## src/include/nvsram_ctrl_pkg.sv

```systemverilog
// Constants for the non-volatile SRAM sequence controller.
// Assumes a 40 MHz system clock and a parallel asynchronous SRAM bus.
package nvsram_ctrl_pkg;

  // ------------------------------------------------------------------
  // Device bus widths
  // ------------------------------------------------------------------
  localparam int ADDR_W = 19;
  localparam int DATA_W = 16;

  // ------------------------------------------------------------------
  // Command address prefix and selectors
  // ------------------------------------------------------------------
  localparam logic [18:0] SEQ_ADDR_1   = 19'h04e38;
  localparam logic [18:0] SEQ_ADDR_2   = 19'h0b1c7;
  localparam logic [18:0] SEQ_ADDR_3   = 19'h083e0;
  localparam logic [18:0] SEQ_ADDR_4   = 19'h07c1f;
  localparam logic [18:0] SEQ_ADDR_5   = 19'h0703f;
  localparam logic [18:0] CMD_STORE    = 19'h08fc0;
  localparam logic [18:0] CMD_RECALL   = 19'h04c63;
  localparam logic [18:0] CMD_AS_OFF   = 19'h08b45;
  localparam logic [18:0] CMD_AS_ON    = 19'h04b46;

  // ------------------------------------------------------------------
  // Wishbone register map (word addresses, byte address = 4 * index)
  // ------------------------------------------------------------------
  localparam logic [3:0] REG_CTRL   = 4'h0;
  localparam logic [3:0] REG_ADDR   = 4'h1;
  localparam logic [3:0] REG_WDATA  = 4'h2;
  localparam logic [3:0] REG_RDATA  = 4'h3;
  localparam logic [3:0] REG_STATUS = 4'h4;

  // CTRL fields: bit 0 go, bits 3:1 operation code
  localparam int CTRL_GO_BIT = 0;
  localparam int CTRL_OP_LSB = 1;
  localparam logic [2:0] OP_READ      = 3'h0;
  localparam logic [2:0] OP_WRITE     = 3'h1;
  localparam logic [2:0] OP_STORE     = 3'h2;
  localparam logic [2:0] OP_RECALL    = 3'h3;
  localparam logic [2:0] OP_AS_OFF    = 3'h4;
  localparam logic [2:0] OP_AS_ON     = 3'h5;

  // STATUS fields
  localparam int ST_BUSY_BIT  = 0;
  localparam int ST_DEVB_BIT  = 1;
  localparam int ST_NEED_BIT  = 2;
  localparam int ST_ERR_BIT   = 3;

  // ------------------------------------------------------------------
  // Timing
  // ------------------------------------------------------------------
  localparam int CLK_MHZ        = 40;
  localparam int ACCESS_NS      = 50;
  localparam int ACCESS_CYC     = (ACCESS_NS * CLK_MHZ + 999) / 1000;
  localparam int RECOVER_NS     = 25;
  localparam int RECOVER_CYC    = (RECOVER_NS * CLK_MHZ + 999) / 1000;
  // Cycles before the synced busy level is trusted; covers the 4-flop lag
  localparam int BUSY_SETTLE_CYC = 8;
  localparam logic [15:0] CTRL_RESET = 16'h0000;

  typedef enum logic [2:0] {
    ST_IDLE   = 3'b000,
    ST_WAITB  = 3'b001,
    ST_ACTIVE = 3'b011,
    ST_GAP    = 3'b010,
    ST_NEXT   = 3'b110
  } cyc_state_type;

endpackage

```

## src/rtl/nvsram_pin_sync.sv

```systemverilog
// Three-stage synchroniser for device pins into the clk_i domain.
// Assumes the input is asynchronous; output changes once stages 2 and 3
// agree.
`timescale 1ns/1ps
module nvsram_pin_sync
#(
  parameter int          W     = 1,
  parameter logic [15:0] INIT  = 16'hffff
)
(
  input  wire logic         clk_i,
  input  wire logic         rst_i,
  input  wire logic [W-1:0] pin_i,
  output logic      [W-1:0] level_o
);

  logic [W-1:0] s1_reg;
  logic [W-1:0] s2_reg;
  logic [W-1:0] s3_reg;

  always_ff @(posedge clk_i)
  begin
    if (rst_i)
    begin
      s1_reg <= INIT[W-1:0];
      s2_reg <= INIT[W-1:0];
      s3_reg <= INIT[W-1:0];
    end
    else
    begin
      s1_reg <= pin_i;
      s2_reg <= s1_reg;
      s3_reg <= s2_reg;
    end
  end

  genvar g;
  generate
    for (g = 0; g < W; g++)
    begin : g_bit
      always_ff @(posedge clk_i)
      begin
        if (rst_i)
          level_o[g] <= INIT[g];
        else if (s2_reg[g] == s3_reg[g])
          level_o[g] <= s3_reg[g];
      end
    end
  endgenerate

endmodule

```

## src/rtl/nvsram_sequence_controller.sv

```systemverilog
// Host-side controller that drives an asynchronous non-volatile SRAM:
// plain reads/writes plus the six-read store/recall/auto-store sequences.
// Assumes software on classic Wishbone and the device pins outside.
`timescale 1ns/1ps

// Overview of operation
// - Issue prefix reads 4E38, B1C7, 83E0
// - Then read 7C1F and 703F
// - Write enable high in all command reads
// - After auto-store change, set the need-store status bit (no store issued)
module nvsram_sequence_controller
(
  input  wire logic                                clk_i,
  input  wire logic                                rst_i,
  input  wire logic [3:0]                          wb_adr_i,
  input  wire logic [31:0]                         wb_dat_i,
  output logic      [31:0]                         wb_dat_o,
  input  wire logic                                wb_we_i,
  input  wire logic [3:0]                          wb_sel_i,
  input  wire logic                                wb_cyc_i,
  input  wire logic                                wb_stb_i,
  output logic                                     wb_ack_o,
  output logic      [nvsram_ctrl_pkg::ADDR_W-1:0]  mem_addr_o,
  input  wire logic [nvsram_ctrl_pkg::DATA_W-1:0]  mem_dq_i,
  output logic      [nvsram_ctrl_pkg::DATA_W-1:0]  mem_dq_o,
  output logic                                     mem_dq_oe_o,
  output logic                                     mem_chip_en_n_o,
  output logic                                     mem_out_en_n_o,
  output logic                                     mem_write_en_n_o,
  output logic                                     upper_byte_enable_n_o,
  output logic                                     lower_byte_enable_n_o,
  input  wire logic                                store_busy_n_i,
  output logic                                     store_busy_n_o,
  output logic                                     store_busy_n_oe_o
);
  import nvsram_ctrl_pkg::*;

  // ------------------------------------------------------------------
  // Registers and state
  // ------------------------------------------------------------------
  logic [15:0]        ctrl_reg;
  logic [18:0]        addr_reg;
  logic [15:0]        wdata_reg;
  logic [15:0]        rdata_reg;
  logic               err_reg;
  logic               need_store_reg;
  logic               busy_reg;
  logic               hold_reg;
  cyc_state_type      state_reg;
  logic [2:0]         step_reg;
  logic [2:0]         op_reg;
  logic [7:0]         cnt_reg;
  logic               busy_n_sync;
  logic               go;
  logic               is_cmd;
  logic               last_step;
  logic [18:0]        step_addr;
  logic [18:0]        sel_addr;

  nvsram_pin_sync #(.W(1), .INIT(16'hffff)) u_busy_sync
  (
    .clk_i   (clk_i),
    .rst_i   (rst_i),
    .pin_i   (store_busy_n_i),
    .level_o (busy_n_sync)
  );

  assign go        = ctrl_reg[CTRL_GO_BIT];
  assign is_cmd    = (op_reg >= OP_STORE);
  assign last_step = !is_cmd || (step_reg == 3'd5);

  // ------------------------------------------------------------------
  // Wishbone slave: one wait state, ack drops after one cycle
  // ------------------------------------------------------------------
  always_ff @(posedge clk_i)
  begin
    if (rst_i)
      wb_ack_o <= 1'b0;
    else
      wb_ack_o <= wb_cyc_i && wb_stb_i && !wb_ack_o;
  end

  always_ff @(posedge clk_i)
  begin
    if (rst_i)
    begin
      ctrl_reg  <= CTRL_RESET;
      addr_reg  <= '0;
      wdata_reg <= '0;
    end
    else
    begin
      if (wb_cyc_i && wb_stb_i && wb_we_i && !wb_ack_o && !busy_reg)
      begin
        if (wb_adr_i == REG_CTRL && wb_sel_i[0])
          ctrl_reg <= {8'h00, wb_dat_i[7:0]};
        else if (wb_adr_i == REG_ADDR)
          addr_reg <= wb_dat_i[18:0];
        else if (wb_adr_i == REG_WDATA)
          wdata_reg <= wb_dat_i[15:0];
      end
      if (state_reg == ST_IDLE && go)
        ctrl_reg[CTRL_GO_BIT] <= 1'b0;
    end
  end

  always_comb
  begin
    wb_dat_o = 32'h00000000;
    if (wb_adr_i == REG_CTRL)
      wb_dat_o = {16'h0000, ctrl_reg};
    else if (wb_adr_i == REG_ADDR)
      wb_dat_o = {13'h0000, addr_reg};
    else if (wb_adr_i == REG_WDATA)
      wb_dat_o = {16'h0000, wdata_reg};
    else if (wb_adr_i == REG_RDATA)
      wb_dat_o = {16'h0000, rdata_reg};
    else if (wb_adr_i == REG_STATUS)
      wb_dat_o = {28'h0000000, err_reg, need_store_reg,
                  !busy_n_sync, busy_reg};
  end

  // ------------------------------------------------------------------
  // Address of the current step
  // ------------------------------------------------------------------
  always_comb
  begin
    case (op_reg)
      OP_STORE:  sel_addr = CMD_STORE;
      OP_RECALL: sel_addr = CMD_RECALL;
      OP_AS_OFF: sel_addr = CMD_AS_OFF;
      OP_AS_ON:  sel_addr = CMD_AS_ON;
      default:   sel_addr = addr_reg;
    endcase
    case (step_reg)
      3'd0:    step_addr = is_cmd ? SEQ_ADDR_1 : addr_reg;
      3'd1:    step_addr = SEQ_ADDR_2;
      3'd2:    step_addr = SEQ_ADDR_3;
      3'd3:    step_addr = SEQ_ADDR_4;
      3'd4:    step_addr = SEQ_ADDR_5;
      default: step_addr = sel_addr;
    endcase
  end

  // ------------------------------------------------------------------
  // Bus cycle sequencer
  // ------------------------------------------------------------------
  // Sequence runs back to back with no other access in between, since
  // the Wishbone side cannot start a cycle while busy.
  always_ff @(posedge clk_i)
  begin
    if (rst_i)
    begin
      state_reg <= ST_WAITB;
      step_reg  <= 3'd0;
      op_reg    <= OP_READ;
      cnt_reg   <= 8'h00;
      busy_reg  <= 1'b1;
      hold_reg  <= 1'b1;
      err_reg   <= 1'b0;
      rdata_reg <= '0;
      need_store_reg <= 1'b0;
    end
    else
    begin
      case (state_reg)
        ST_IDLE:
        begin
          if (go)
          begin
            op_reg    <= ctrl_reg[CTRL_OP_LSB +: 3];
            step_reg  <= 3'd0;
            busy_reg  <= 1'b1;
            err_reg   <= 1'b0;
            state_reg <= ST_WAITB;
          end
        end
        ST_WAITB:
        begin
          // Busy arrives four flops late; let it fall before trusting it
          if (cnt_reg != 8'hff)
            cnt_reg <= cnt_reg + 8'h01;
          if (busy_n_sync && cnt_reg >= 8'(BUSY_SETTLE_CYC))
          begin
            cnt_reg  <= 8'h00;
            hold_reg <= 1'b0;
            if (hold_reg)
            begin
              busy_reg  <= 1'b0;
              state_reg <= ST_IDLE;
            end
            else
              state_reg <= ST_ACTIVE;
          end
        end
        ST_ACTIVE:
        begin
          cnt_reg <= cnt_reg + 8'h01;
          if (cnt_reg == 8'(ACCESS_CYC - 1))
          begin
            if (op_reg == OP_READ)
              rdata_reg <= mem_dq_i;
            cnt_reg   <= 8'h00;
            state_reg <= ST_GAP;
          end
        end
        ST_GAP:
        begin
          cnt_reg <= cnt_reg + 8'h01;
          if (cnt_reg >= 8'(RECOVER_CYC - 1))
            state_reg <= ST_NEXT;
        end
        default:
        begin
          cnt_reg <= 8'h00;
          if (last_step)
          begin
            busy_reg  <= 1'b0;
            step_reg  <= 3'd0;
            state_reg <= (is_cmd && op_reg <= OP_RECALL) ? ST_WAITB
                                                         : ST_IDLE;
            if (op_reg == OP_AS_OFF || op_reg == OP_AS_ON)
              need_store_reg <= 1'b1;
            else if (op_reg == OP_STORE)
              need_store_reg <= 1'b0;
            if (is_cmd && op_reg <= OP_RECALL)
            begin
              busy_reg <= 1'b1;
              hold_reg <= 1'b1;
              op_reg   <= OP_READ;
              step_reg <= 3'd0;
            end
          end
          else
          begin
            step_reg  <= step_reg + 3'd1;
            state_reg <= ST_ACTIVE;
          end
        end
      endcase
    end
  end

  // ------------------------------------------------------------------
  // Pin drive, registered
  // ------------------------------------------------------------------
  always_ff @(posedge clk_i)
  begin
    if (rst_i)
    begin
      mem_addr_o            <= '0;
      mem_dq_o              <= '0;
      mem_dq_oe_o           <= 1'b0;
      mem_chip_en_n_o       <= 1'b1;
      mem_out_en_n_o        <= 1'b1;
      mem_write_en_n_o      <= 1'b1;
      upper_byte_enable_n_o <= 1'b1;
      lower_byte_enable_n_o <= 1'b1;
    end
    else
    begin
      mem_addr_o <= step_addr;
      mem_dq_o   <= wdata_reg;
      if (state_reg == ST_ACTIVE && cnt_reg != 8'(ACCESS_CYC - 1))
      begin
        mem_chip_en_n_o       <= 1'b0;
        mem_out_en_n_o        <= (op_reg == OP_WRITE);
        mem_write_en_n_o      <= !(op_reg == OP_WRITE);
        mem_dq_oe_o           <= (op_reg == OP_WRITE);
        upper_byte_enable_n_o <= 1'b0;
        lower_byte_enable_n_o <= 1'b0;
      end
      else
      begin
        mem_chip_en_n_o       <= 1'b1;
        mem_out_en_n_o        <= 1'b1;
        mem_write_en_n_o      <= 1'b1;
        mem_dq_oe_o           <= 1'b0;
        upper_byte_enable_n_o <= 1'b1;
        lower_byte_enable_n_o <= 1'b1;
      end
    end
  end

  // Host never pulls the busy line; it only watches it
  assign store_busy_n_o    = 1'b1;
  assign store_busy_n_oe_o = 1'b0;

endmodule

```

## config.mk

```make
export PLATFORM = sky130hd
export DESIGN_NAME = nvsram_sequence_controller
export DESIGN_NICKNAME = d
export VERILOG_FILES = /design/src/include/nvsram_ctrl_pkg.sv /design/src/rtl/nvsram_pin_sync.sv /design/src/rtl/nvsram_sequence_controller.sv
export SDC_FILE = /design/constraint.sdc
export NUM_CORES = 1
export LEC_CHECK = 0
export ABC_CLOCK_PERIOD_IN_PS = 1850
export BUFFER_PORTS_ARGS = -buffer_cell sky130_fd_sc_hd__buf_2
export CORE_MARGIN = 5
export CORE_UTILIZATION = 47
export DETAILED_ROUTE_END_ITERATION = 8
export PLACE_DENSITY = 0.75
export SYNTH_ARGS = -nofsm -noshare
export SYNTH_HDL_FRONTEND = slang
export SYNTH_SLANG_ARGS = --single-unit
```

## constraint.sdc

```tcl
create_clock -name clk_i -period 1.85 [get_ports clk_i]
set_input_delay 0.2775 -clock clk_i [delete_from_list [all_inputs] [get_ports clk_i]]
set_output_delay 0.2775 -clock clk_i [all_outputs]
set_load 0.03 [all_outputs]
```

==> summary.txt, run 1 <==
Critical path
  • Worst r2r src: cnt_reg[1]
  • CP endpoint kind: output port
  • Startpoint Class: flop
  • WS Path Type: flop to output port
  • Worst Path Arrival: 1.58 ns
  • Reg2Reg Depth: 10
  • Reg2reg end: rdata_reg[0]
  • Worst-path maximum fanout: 2
  • R2R Setup Slk: 0.02 ns
  • WP data required: 1.57 ns

Pwr
  • PD cells: 880 nW/um^2
  • P_leak: 3.11 nW
  • Maximum VDD drop: 596 uV

Yosys
  • Synth top area share: 45.9%
  • Post-Synthesis Cell Area: 5370 um^2
  • Yosys reg bits: 123
  • Post-synth EDFFs: 0
  • Leading area contributor after synthesis: dfxtp_1
  • Cell variety after synth: 55
  • Register area share after synthesis: 45.9%
  • FFs w/ async S/R, synth: 0%
  • Number of warning messages in the yosys log: 0
  • Predominant post-synthesis flop cell: dfxtp_1
  • Synth Area per Inst: 8.52 um^2
  • Gate Count Post-Synth: 630
  • Cells taking the most area after synthesis: dfxtp_1 (46%), nand2_1 (6.7%), a21oi_1 (5.9%)

Layout
  • Layout cells sized above 1: 32.6%
  • Number of inserted diodes: 0
  • Layout Nets: 849
  • Area grow syn2layout: 35.5%
  • Non-filler cells, final: 935
  • Fin util: 64.2%
  • Number of fillers in the final layout: 907

Floorplanning
  • Die height: 117 um
  • Std-Cell Rows: 39
  • Core Region: 11300 um^2
  • Die Width: 117 um
  • Boundary pin count: 138
  • Die Area: 13700 um^2
  • Initial Util: 47.4%

Placement
  • Pre-CTS WS: -0.0663 ns
  • Gpl congestion: 0.901
  • Cells after DPL: 896
  • Hpwl dp: 10.6 mm
  • # port buffers: 106

GRT
  • Largest net degree at the start of global routing: 79
  • Grt ovf: 0
  • First-pass GRT wire length: 23.9 mm
  • Vias in the first global route: 4969
  • Antenna violations before repair: 0
  • GRT Total Usage: 22.2%

Timing
  • Setup violators final: 3
  • Setup ws final: -0.0104 ns
  • Fin. max-slew vios: 0
  • Count of final hold-check violations: 0
  • Final worst-path cycle share: 101%
  • Clk_skew: 0.00904 ns
  • FMAX: 0.538 GHz
  • RSZ-0062 raised after global routing: true
  • Tmin final: 1.86 ns
  • Post-route setup TNS: -0.0258 ns
  • Slew @ Worst Pin: 0.771 ns
  • Slew HR: 48.6%

Detailed routing
  • DRT Pass-1 Iters: 8
  • DR vias/cell: 5.41
  • ANT nets after route: 0
  • DRC: 0
  • Initial drt markers: 440
  • Wire per inst: 16.4 um
  • WL final: 15.3 mm
  • Routed via count: 5059

Status
  • Failing checks: negative setup slack
  • Status: complete, but fails checks

Hold path
  • Hold Startpoint: store_busy_n_i
  • Hold crit path type: primary input to flop
  • Worst Hold End: u_busy_sync.s1_reg
  • Hold path cells: 2

Clock tree
  • TritonCTS Buffers: 17
  • CTS clk-pin slew, worst paths: 0.06 ns
  • Clock Tree Buf Depth: 2
  • Post-CTS Hold Buffers: 0
  • Clk root buf: clkbuf_16
  • H-tree Lvls: 4
  • Worst skew pair latency: 0.41 ns
  • # clock sinks: 123
  • CTS tree: done

Job
  • # Max-Cap Violations: 0
## repair_timing
item                       in CTS  in global routing
setup endpoints to repair      21                 50
cloned                          0                  1
pin swaps                       7                 14
setup buffers                   2                  4
resized for setup              25                 41
## synthesized netlist by cell type, types with 3 or more instances
cell and instances:
a22o_1 4, mux2i_1 28, nand3b_1 5, ha_1 8, clkbuf_1 21, dfxtp_1 123
nand2b_1 4, a211oi_1 5, and2_1 10, a31oi_1 6, nor4bb_1 3, nor2b_1 26
inv_1 23, or2_2 4, nand3_1 8, buf_4 20, nand2_1 96, o21ai_0 16
a221oi_1 5, a21oi_1 63, a222oi_1 13, buf_2 6, nor3_1 15, nor2_1 72
and3_1 4
## metrics by stage
stage	cell area, um^2	hold slack [ns]	power (mW)
2_1_floorplan	5450	0.381	2.94
3_3_place_gp	6370	0.402	3.05
3_5_place_dp	6370	0.395	3.06
4_1_cts	7070	0.0460	6.38
5_1_grt	7270	0.0651	6.58
6_report	7270	0.0551	6.40
## final cells by class
class	instances	area [um^2]	share of cell area (%)
Inverter	23	86.3	1.19
Clock inverter	12	139	1.91
Tap cell	143	179	2.46
Timing Repair Buffer	167	1120	15.4
Clock buffer	20	467	6.42
Multi-Input combinational cell	447	2810	38.6
Sequential cell	123	2480	34.1
## placed cells by master (no fill, tap or decap), types with 5 or more instances in the layout
cell,n
o21ai_0,12
inv_1,21
a222oi_1,13
buf_4,56
a31oi_1,6
nand2_1,96
nor3_1,11
and2_1,10
a21oi_1,56
clkbuf_16,18
mux2i_1,28
conb_1,15
buf_6,5
dfxtp_2,10
a21oi_2,7
buf_12,6
buf_2,99
dfxtp_1,112
nor2b_1,23
nor2_1,72
nand3b_1,5
nand3_1,8
## worst max-delay path by stage
stage,startpoint,end,cells past startpoint
final,rdata_reg[1],wb_dat_o[1],5
after global routing,cnt_reg[1],rdata_reg[14],10
after CTS,rdata_reg[1],wb_dat_o[1],5
after detailed placement,step_reg[0],mem_addr_o[18],8
after global placement,cnt_reg[1],cnt_reg[0],8
after floorplan,step_reg[0],mem_addr_o[16],8
## cell families after synthesis
logic type,Yosys count,share of synthesized area (%)
simple gates,263,23.6
compound gates,131,16.1
flops,123,45.9
buf+inv,73,6.79
mux,29,5.43
fa+ha+maj,9,2.05
other cells,2,0.140
## report_power, final
group          internal, mW  total [mW]  switching, mW
Combinational         0.150       0.375          0.226
Sequential             2.67        2.68         0.0166
Clock                  2.10        3.34           1.24
## critical path: stages (launching register included)
cell and delay (ns):
dfxtp_2 0.32, nand2b_4 0.11, a32oi_1 0.05, or3_1 0.38, a21oi_2 0.17, buf_6 0.15
## metal layers
layer	track usage, %	share of wire [%]	routed length, um
met5	0	0	0
met2	37.4	49	7530
met4	7.11	2.1	321
met1	28.0	42	6480
met3	5.45	6.3	963
Power figures use the tool's default switching activity.
==> inputs of run 2 (changes only) <==
CORE_MARGIN = 2   (was 5)
PLACE_DENSITY = default   (was 0.75)
PLACE_DENSITY_LB_ADDON = 0.2   (was default)
==> summary.txt, run 2 (synthesis gave the netlist of run 1 again) <==
Status
  • Status: complete, but fails checks
  • Failing checks: negative setup slack

Layout
  • Layout cells sized above 1: 33.2%
  • Layout Nets: 847
  • Number of fillers in the final layout: 924
  • Area grow syn2layout: 37.3%
  • Most common cell after layout, fill and taps aside: dfxtp_1
  • Number of inserted diodes: 0
  • Most frequent cells in the layout: dfxtp_1 (114), nand2_1 (96), buf_2 (95)

Timing
  • Count of final hold-check violations: 0
  • Final worst-path cycle share: 102%
  • Slew HR: 65.0%
  • Clk_skew: 0.00681 ns
  • Setup ws final: -0.0432 ns
  • Tmin final: 1.89 ns
  • Fin. max-slew vios: 0
  • RSZ-0062 raised after global routing: true
  • Setup violators final: 2
  • Slew @ Worst Pin: 0.525 ns
  • FMAX: 0.528 GHz

Clock tree
  • # clock sinks: 123
  • Worst skew pair latency: 0.43 ns
  • CTS clk-pin slew, worst paths: 0.05 ns
  • Clk root buf: clkbuf_16
  • CTS tree: done
  • Post-CTS Hold Buffers: 0
  • TritonCTS Buffers: 17
  • Clock Tree Buf Depth: 2
  • H-tree Lvls: 4

Floorplanning
  • Initial Util: 47.6%
  • Die height: 111 um
  • Boundary pin count: 138
  • Die Width: 111 um
  • Std-Cell Rows: 39
  • Die Area: 12300 um^2
  • Core Region: 11300 um^2

GRT
  • Largest net degree at the start of global routing: 108
  • First-pass GRT wire length: 23.3 mm
  • Vias in the first global route: 4760
  • Global route hottest layer: met2
  • Met1 usage: 31.9%
  • GRT met2 Usage: 36.6%
  • Met3 Use GR: 5.69%
  • Antenna violations before repair: 0
  • Grt ovf: 0
  • GRT Total Usage: 23.7%

Pwr
  • Overall power: 6.74 mW
  • P_leak: 3.15 nW
  • Maximum VDD drop: 795 uV
  • PD cells: 915 nW/um^2

Detailed routing
  • ANT nets after route: 0
  • Wire per inst: 16.3 um
  • Routed via count: 4996
  • DR vias/cell: 5.36
  • DRC: 0
  • WL final: 15.2 mm
  • Initial drt markers: 313
  • DRT Pass-1 Iters: 6

Critical path
  • R2R Setup Slk: 0.03 ns
  • Startpoint Class: flop
  • Crit path largest cell delay: 0.40 ns
  • Total stage count of the critical path: 5
  • Critical path, cell by cell: inv_2 -> a32oi_2 -> or3_4 -> a21oi_4 -> buf_6
  • Critical path's slowest cell: or3_4
  • Worst path buffer plus inverter count: 2
  • CP endpoint kind: output port
  • CP top delay family: simple AND/OR/NAND/NOR gates
  • Worst-path maximum fanout: 2
  • Worst Path Arrival: 1.62 ns
  • Reg2Reg Depth: 8
  • Reg2reg end: cnt_reg[0]
  • Worst r2r src: cnt_reg[1]
  • Crit path from: u_busy_sync.level_o
  • WS Path Type: flop to output port
  • WP data required: 1.57 ns
  • Crit path to: wb_dat_o[1]

Job
  • # Max-Cap Violations: 0

Placement
  • Pre-CTS WS: -0.0635 ns
  • # port buffers: 106
  • Gpl congestion: 0.856
  • Hpwl dp: 10.0 mm

Hold path
  • Hold crit path type: primary input to flop
-- run 2: cell types whose count changed in the layout (fill, tap and decap cells not counted), sizes merged --
| cell | delta |
|---|---|
| bufinv | +3 |
| clkinvlp | -3 |
| clkdlybuf4s15 | +1 |
| buf | -6 |
| clkinv | +1 |
| clkbuf | +1 |
-- run 2: worst min-delay path by stage --
stage,cells past startpoint,start,slack [ns],to
3_3_place_gp,1,u_busy_sync.s1_reg,0.41,u_busy_sync.s2_reg
5_1_grt,2,store_busy_n_i,0.04,u_busy_sync.s1_reg
4_1_cts,2,store_busy_n_i,0.03,u_busy_sync.s1_reg
6_report,2,store_busy_n_i,0.04,u_busy_sync.s1_reg
2_1_floorplan,1,store_busy_n_i,0.38,u_busy_sync.s1_reg
3_5_place_dp,1,u_busy_sync.s1_reg,0.40,u_busy_sync.s2_reg
-- run 2: area by class of cell --
cell class                      instances  area, um^2  share of cell area (%)
Clock buffer                           18         439                    5.96
Clock inverter                         13         215                    2.92
Inverter                               23        88.8                    1.21
Multi-Input combinational cell        447        2840                    38.6
Sequential cell                       123        2480                    33.7
Tap cell                              143         179                    2.43
Timing Repair Buffer                  165        1120                    15.2
-- run 2: metal layers --
metal	vias up	part of all wire, %
met5	-	0
met4	0	2.6
met3	33	6.0
met2	176	47
met1	2356	44
li1	2431	-
-- run 2: repair_timing --
item / in CTS / in global routing
pin swaps: 8 / 22
endpoints found under the hold margin: 0 / 0
setup endpoints to repair: 13 / 59
gates cloned: 1 / 2
gates resized for setup: 26 / 62
setup buffers: 1 / 4
-- run 2: through the flow --
| step | utilization [%] | std cells | area, um^2 | hold WS [ns] | TNS [ns] |
|---|---|---|---|---|---|
| after floorplan | - | 643 | 5450 | 0.381 | 0 |
| after CTS | 62.7 | 926 | 7070 | 0.0325 | -0.0888 |
| after global placement | 56.1 | 893 | 6330 | 0.407 | -0.00502 |
| after detailed placement | 56.1 | 893 | 6330 | 0.404 | -0.261 |
| after global routing | 65.3 | 932 | 7360 | 0.0388 | -1.02 |
| final | 65.3 | 932 | 7360 | 0.0430 | -0.0652 |
-- run 2: where the power goes --
part / internal (mW) / total [mW] / switching [mW]
logic: 0.160 / 0.395 / 0.235
registers: 2.66 / 2.68 / 0.0160
clock network: 2.43 / 3.67 / 1.24
-- run 2: worst reg2reg max path: stages (launching register included) --
cell and delay, ns:
dfxtp_2 0.33, inv_2 0.05, ha_4 0.14, nor2b_4 0.13, a2111oi_4 0.30, mux2i_1 0.15, buf_4 0.19, nor3_4 0.27
mux2_4 0.20
==> inputs of run 3 (changes only) <==
CELL_PAD_IN_SITES_DETAIL_PLACEMENT = 0   (was default)
CELL_PAD_IN_SITES_GLOBAL_PLACEMENT = 1   (was default)
CORE_UTILIZATION = 35   (was 47)
==> summary.txt, run 3 (synthesis gave the netlist of run 1 again) <==
Pwr
  • PD cells: 877 nW/um^2
  • Overall power: 6.36 mW
  • Maximum VDD drop: 687 uV
  • P_leak: 3.07 nW

Detailed routing
  • WL final: 15.1 mm
  • ANT nets after route: 0
  • DRC: 0
  • Routed via count: 4831
  • Wire per inst: 15.4 um
  • DR vias/cell: 4.95
  • DRT Pass-1 Iters: 7
  • Initial drt markers: 275

Floorplanning
  • Die Area: 16300 um^2
  • Initial Util: 35.6%
  • Boundary pin count: 138
  • Std-Cell Rows: 45
  • Core Region: 15100 um^2
  • Die Width: 128 um
  • Die height: 128 um

Job
  • # Max-Cap Violations: 0

Timing
  • Final worst-path cycle share: 99.3%
  • Setup violators final: 0
  • Slew @ Worst Pin: 0.518 ns
  • Fin. max-slew vios: 0
  • Count of final hold-check violations: 0
  • Slew HR: 65.5%
  • FMAX: 0.544 GHz
  • Tmin final: 1.84 ns
  • RSZ-0062 raised after global routing: true
  • Clk_skew: 0.0137 ns

Placement
  • # port buffers: 106
  • Cells after DPL: 941
  • Hpwl dp: 11.0 mm
  • Gpl congestion: 0.853
  • Placed Instance Area: 6390 um^2

Critical path
  • Startpoint Class: flop
  • Worst Path Arrival: 1.56 ns
  • CP endpoint kind: output port
  • Worst-path maximum fanout: 3
  • WS Path Type: flop to output port
  • WP data required: 1.57 ns

Layout
  • Most common cell after layout, fill and taps aside: dfxtp_1
  • Most frequent cells in the layout: dfxtp_1 (112), buf_2 (98), nand2_1 (96)
  • Number of fillers in the final layout: 1453
  • Non-filler cells, final: 975
  • Finished Cell Area: 7250 um^2
  • Layout Nets: 847
  • Layout cells sized above 1: 32.3%
  • Area grow syn2layout: 35.2%

GRT
  • Largest net degree at the start of global routing: 47
  • GRT Total Usage: 18.8%
  • Antenna violations before repair: 1
  • First-pass GRT wire length: 24.0 mm
  • Vias in the first global route: 4776
  • Grt ovf: 0

Hold path
  • Hold crit path type: primary input to flop

Clock tree
  • # clock sinks: 123
  • CTS clk-pin slew, worst paths: 0.06 ns
  • Clk root buf: clkbuf_16
  • Clock Tree Buf Depth: 2
  • H-tree Lvls: 4
  • CTS tree: done
  • TritonCTS Buffers: 17
  • Worst skew pair latency: 0.43 ns

Status
  • Status: completed
run 3: worst paths after layout:
kind / from / to / slack, ns / cells past startpoint
max: wdata_reg[2] / wb_dat_o[2] / 0.01 / 4
min: store_busy_n_i / u_busy_sync.s1_reg / 0.04 / 2
max reg2reg: cnt_reg[1] / cnt_reg[0] / 0.04 / 8
min reg2reg: u_busy_sync.s1_reg / u_busy_sync.s2_reg / 0.44 / 1
run 3: critical path: stages (launching register included):
cell and delay (ns):
dfxtp_1 0.38, nor2_1 0.07, or3_1 0.37, a21oi_2 0.17, buf_6 0.15
run 3: metrics by stage:
stage | hold WS, ns | util (%) | setup TNS [ns] | setup WS [ns]
floorplan | 0.381 | - | 0 | 0.0125
global placement | 0.407 | 42.4 | -0.0183 | -0.0183
detailed placement | 0.399 | 42.4 | -0.408 | -0.0681
CTS | 0.0221 | 46.7 | -0.0599 | -0.0377
global route | 0.0297 | 48.1 | -0.444 | -0.0826
finish | 0.0353 | 48.1 | 0 | 0.0122
run 3: timing repair:
action,4_1_cts,5_1_grt
hold buffers,0,0
pin swaps,7,16
endpoints found under the setup margin,19,37
cloned,0,0
setup buffers,2,3
resized for setup,25,42
endpoints found under the hold margin,0,0
run 3: power breakdown:
group	internal, mW	switching, mW	leakage [nW]
Combinational	0.153	0.229	1.80
Clock	2.15	1.14	0.277
Sequential	2.67	0.0149	0.996
Total	4.97	1.39	3.07
run 3: layout make-up:
class	instances	area (um^2)	share of cell area, %
Multi-Input combinational cell	447	2810	38.8
Inverter	23	88.8	1.22
Clock buffer	21	460	6.35
Antenna cell	1	2.50	0.0345
Timing Repair Buffer	165	1050	14.5
Sequential cell	123	2480	34.2
Tap cell	188	235	3.24
Clock inverter	7	119	1.64
run 3: per-layer routing:
layer  up-vias  track usage, %  share of wire (%)
met1      2261            23.8                 46
met4         0            6.79                1.7
met5         -               0                  0
li1       2441               -                  -
met2       113            30.5                 47
met3        16            5.63                4.9
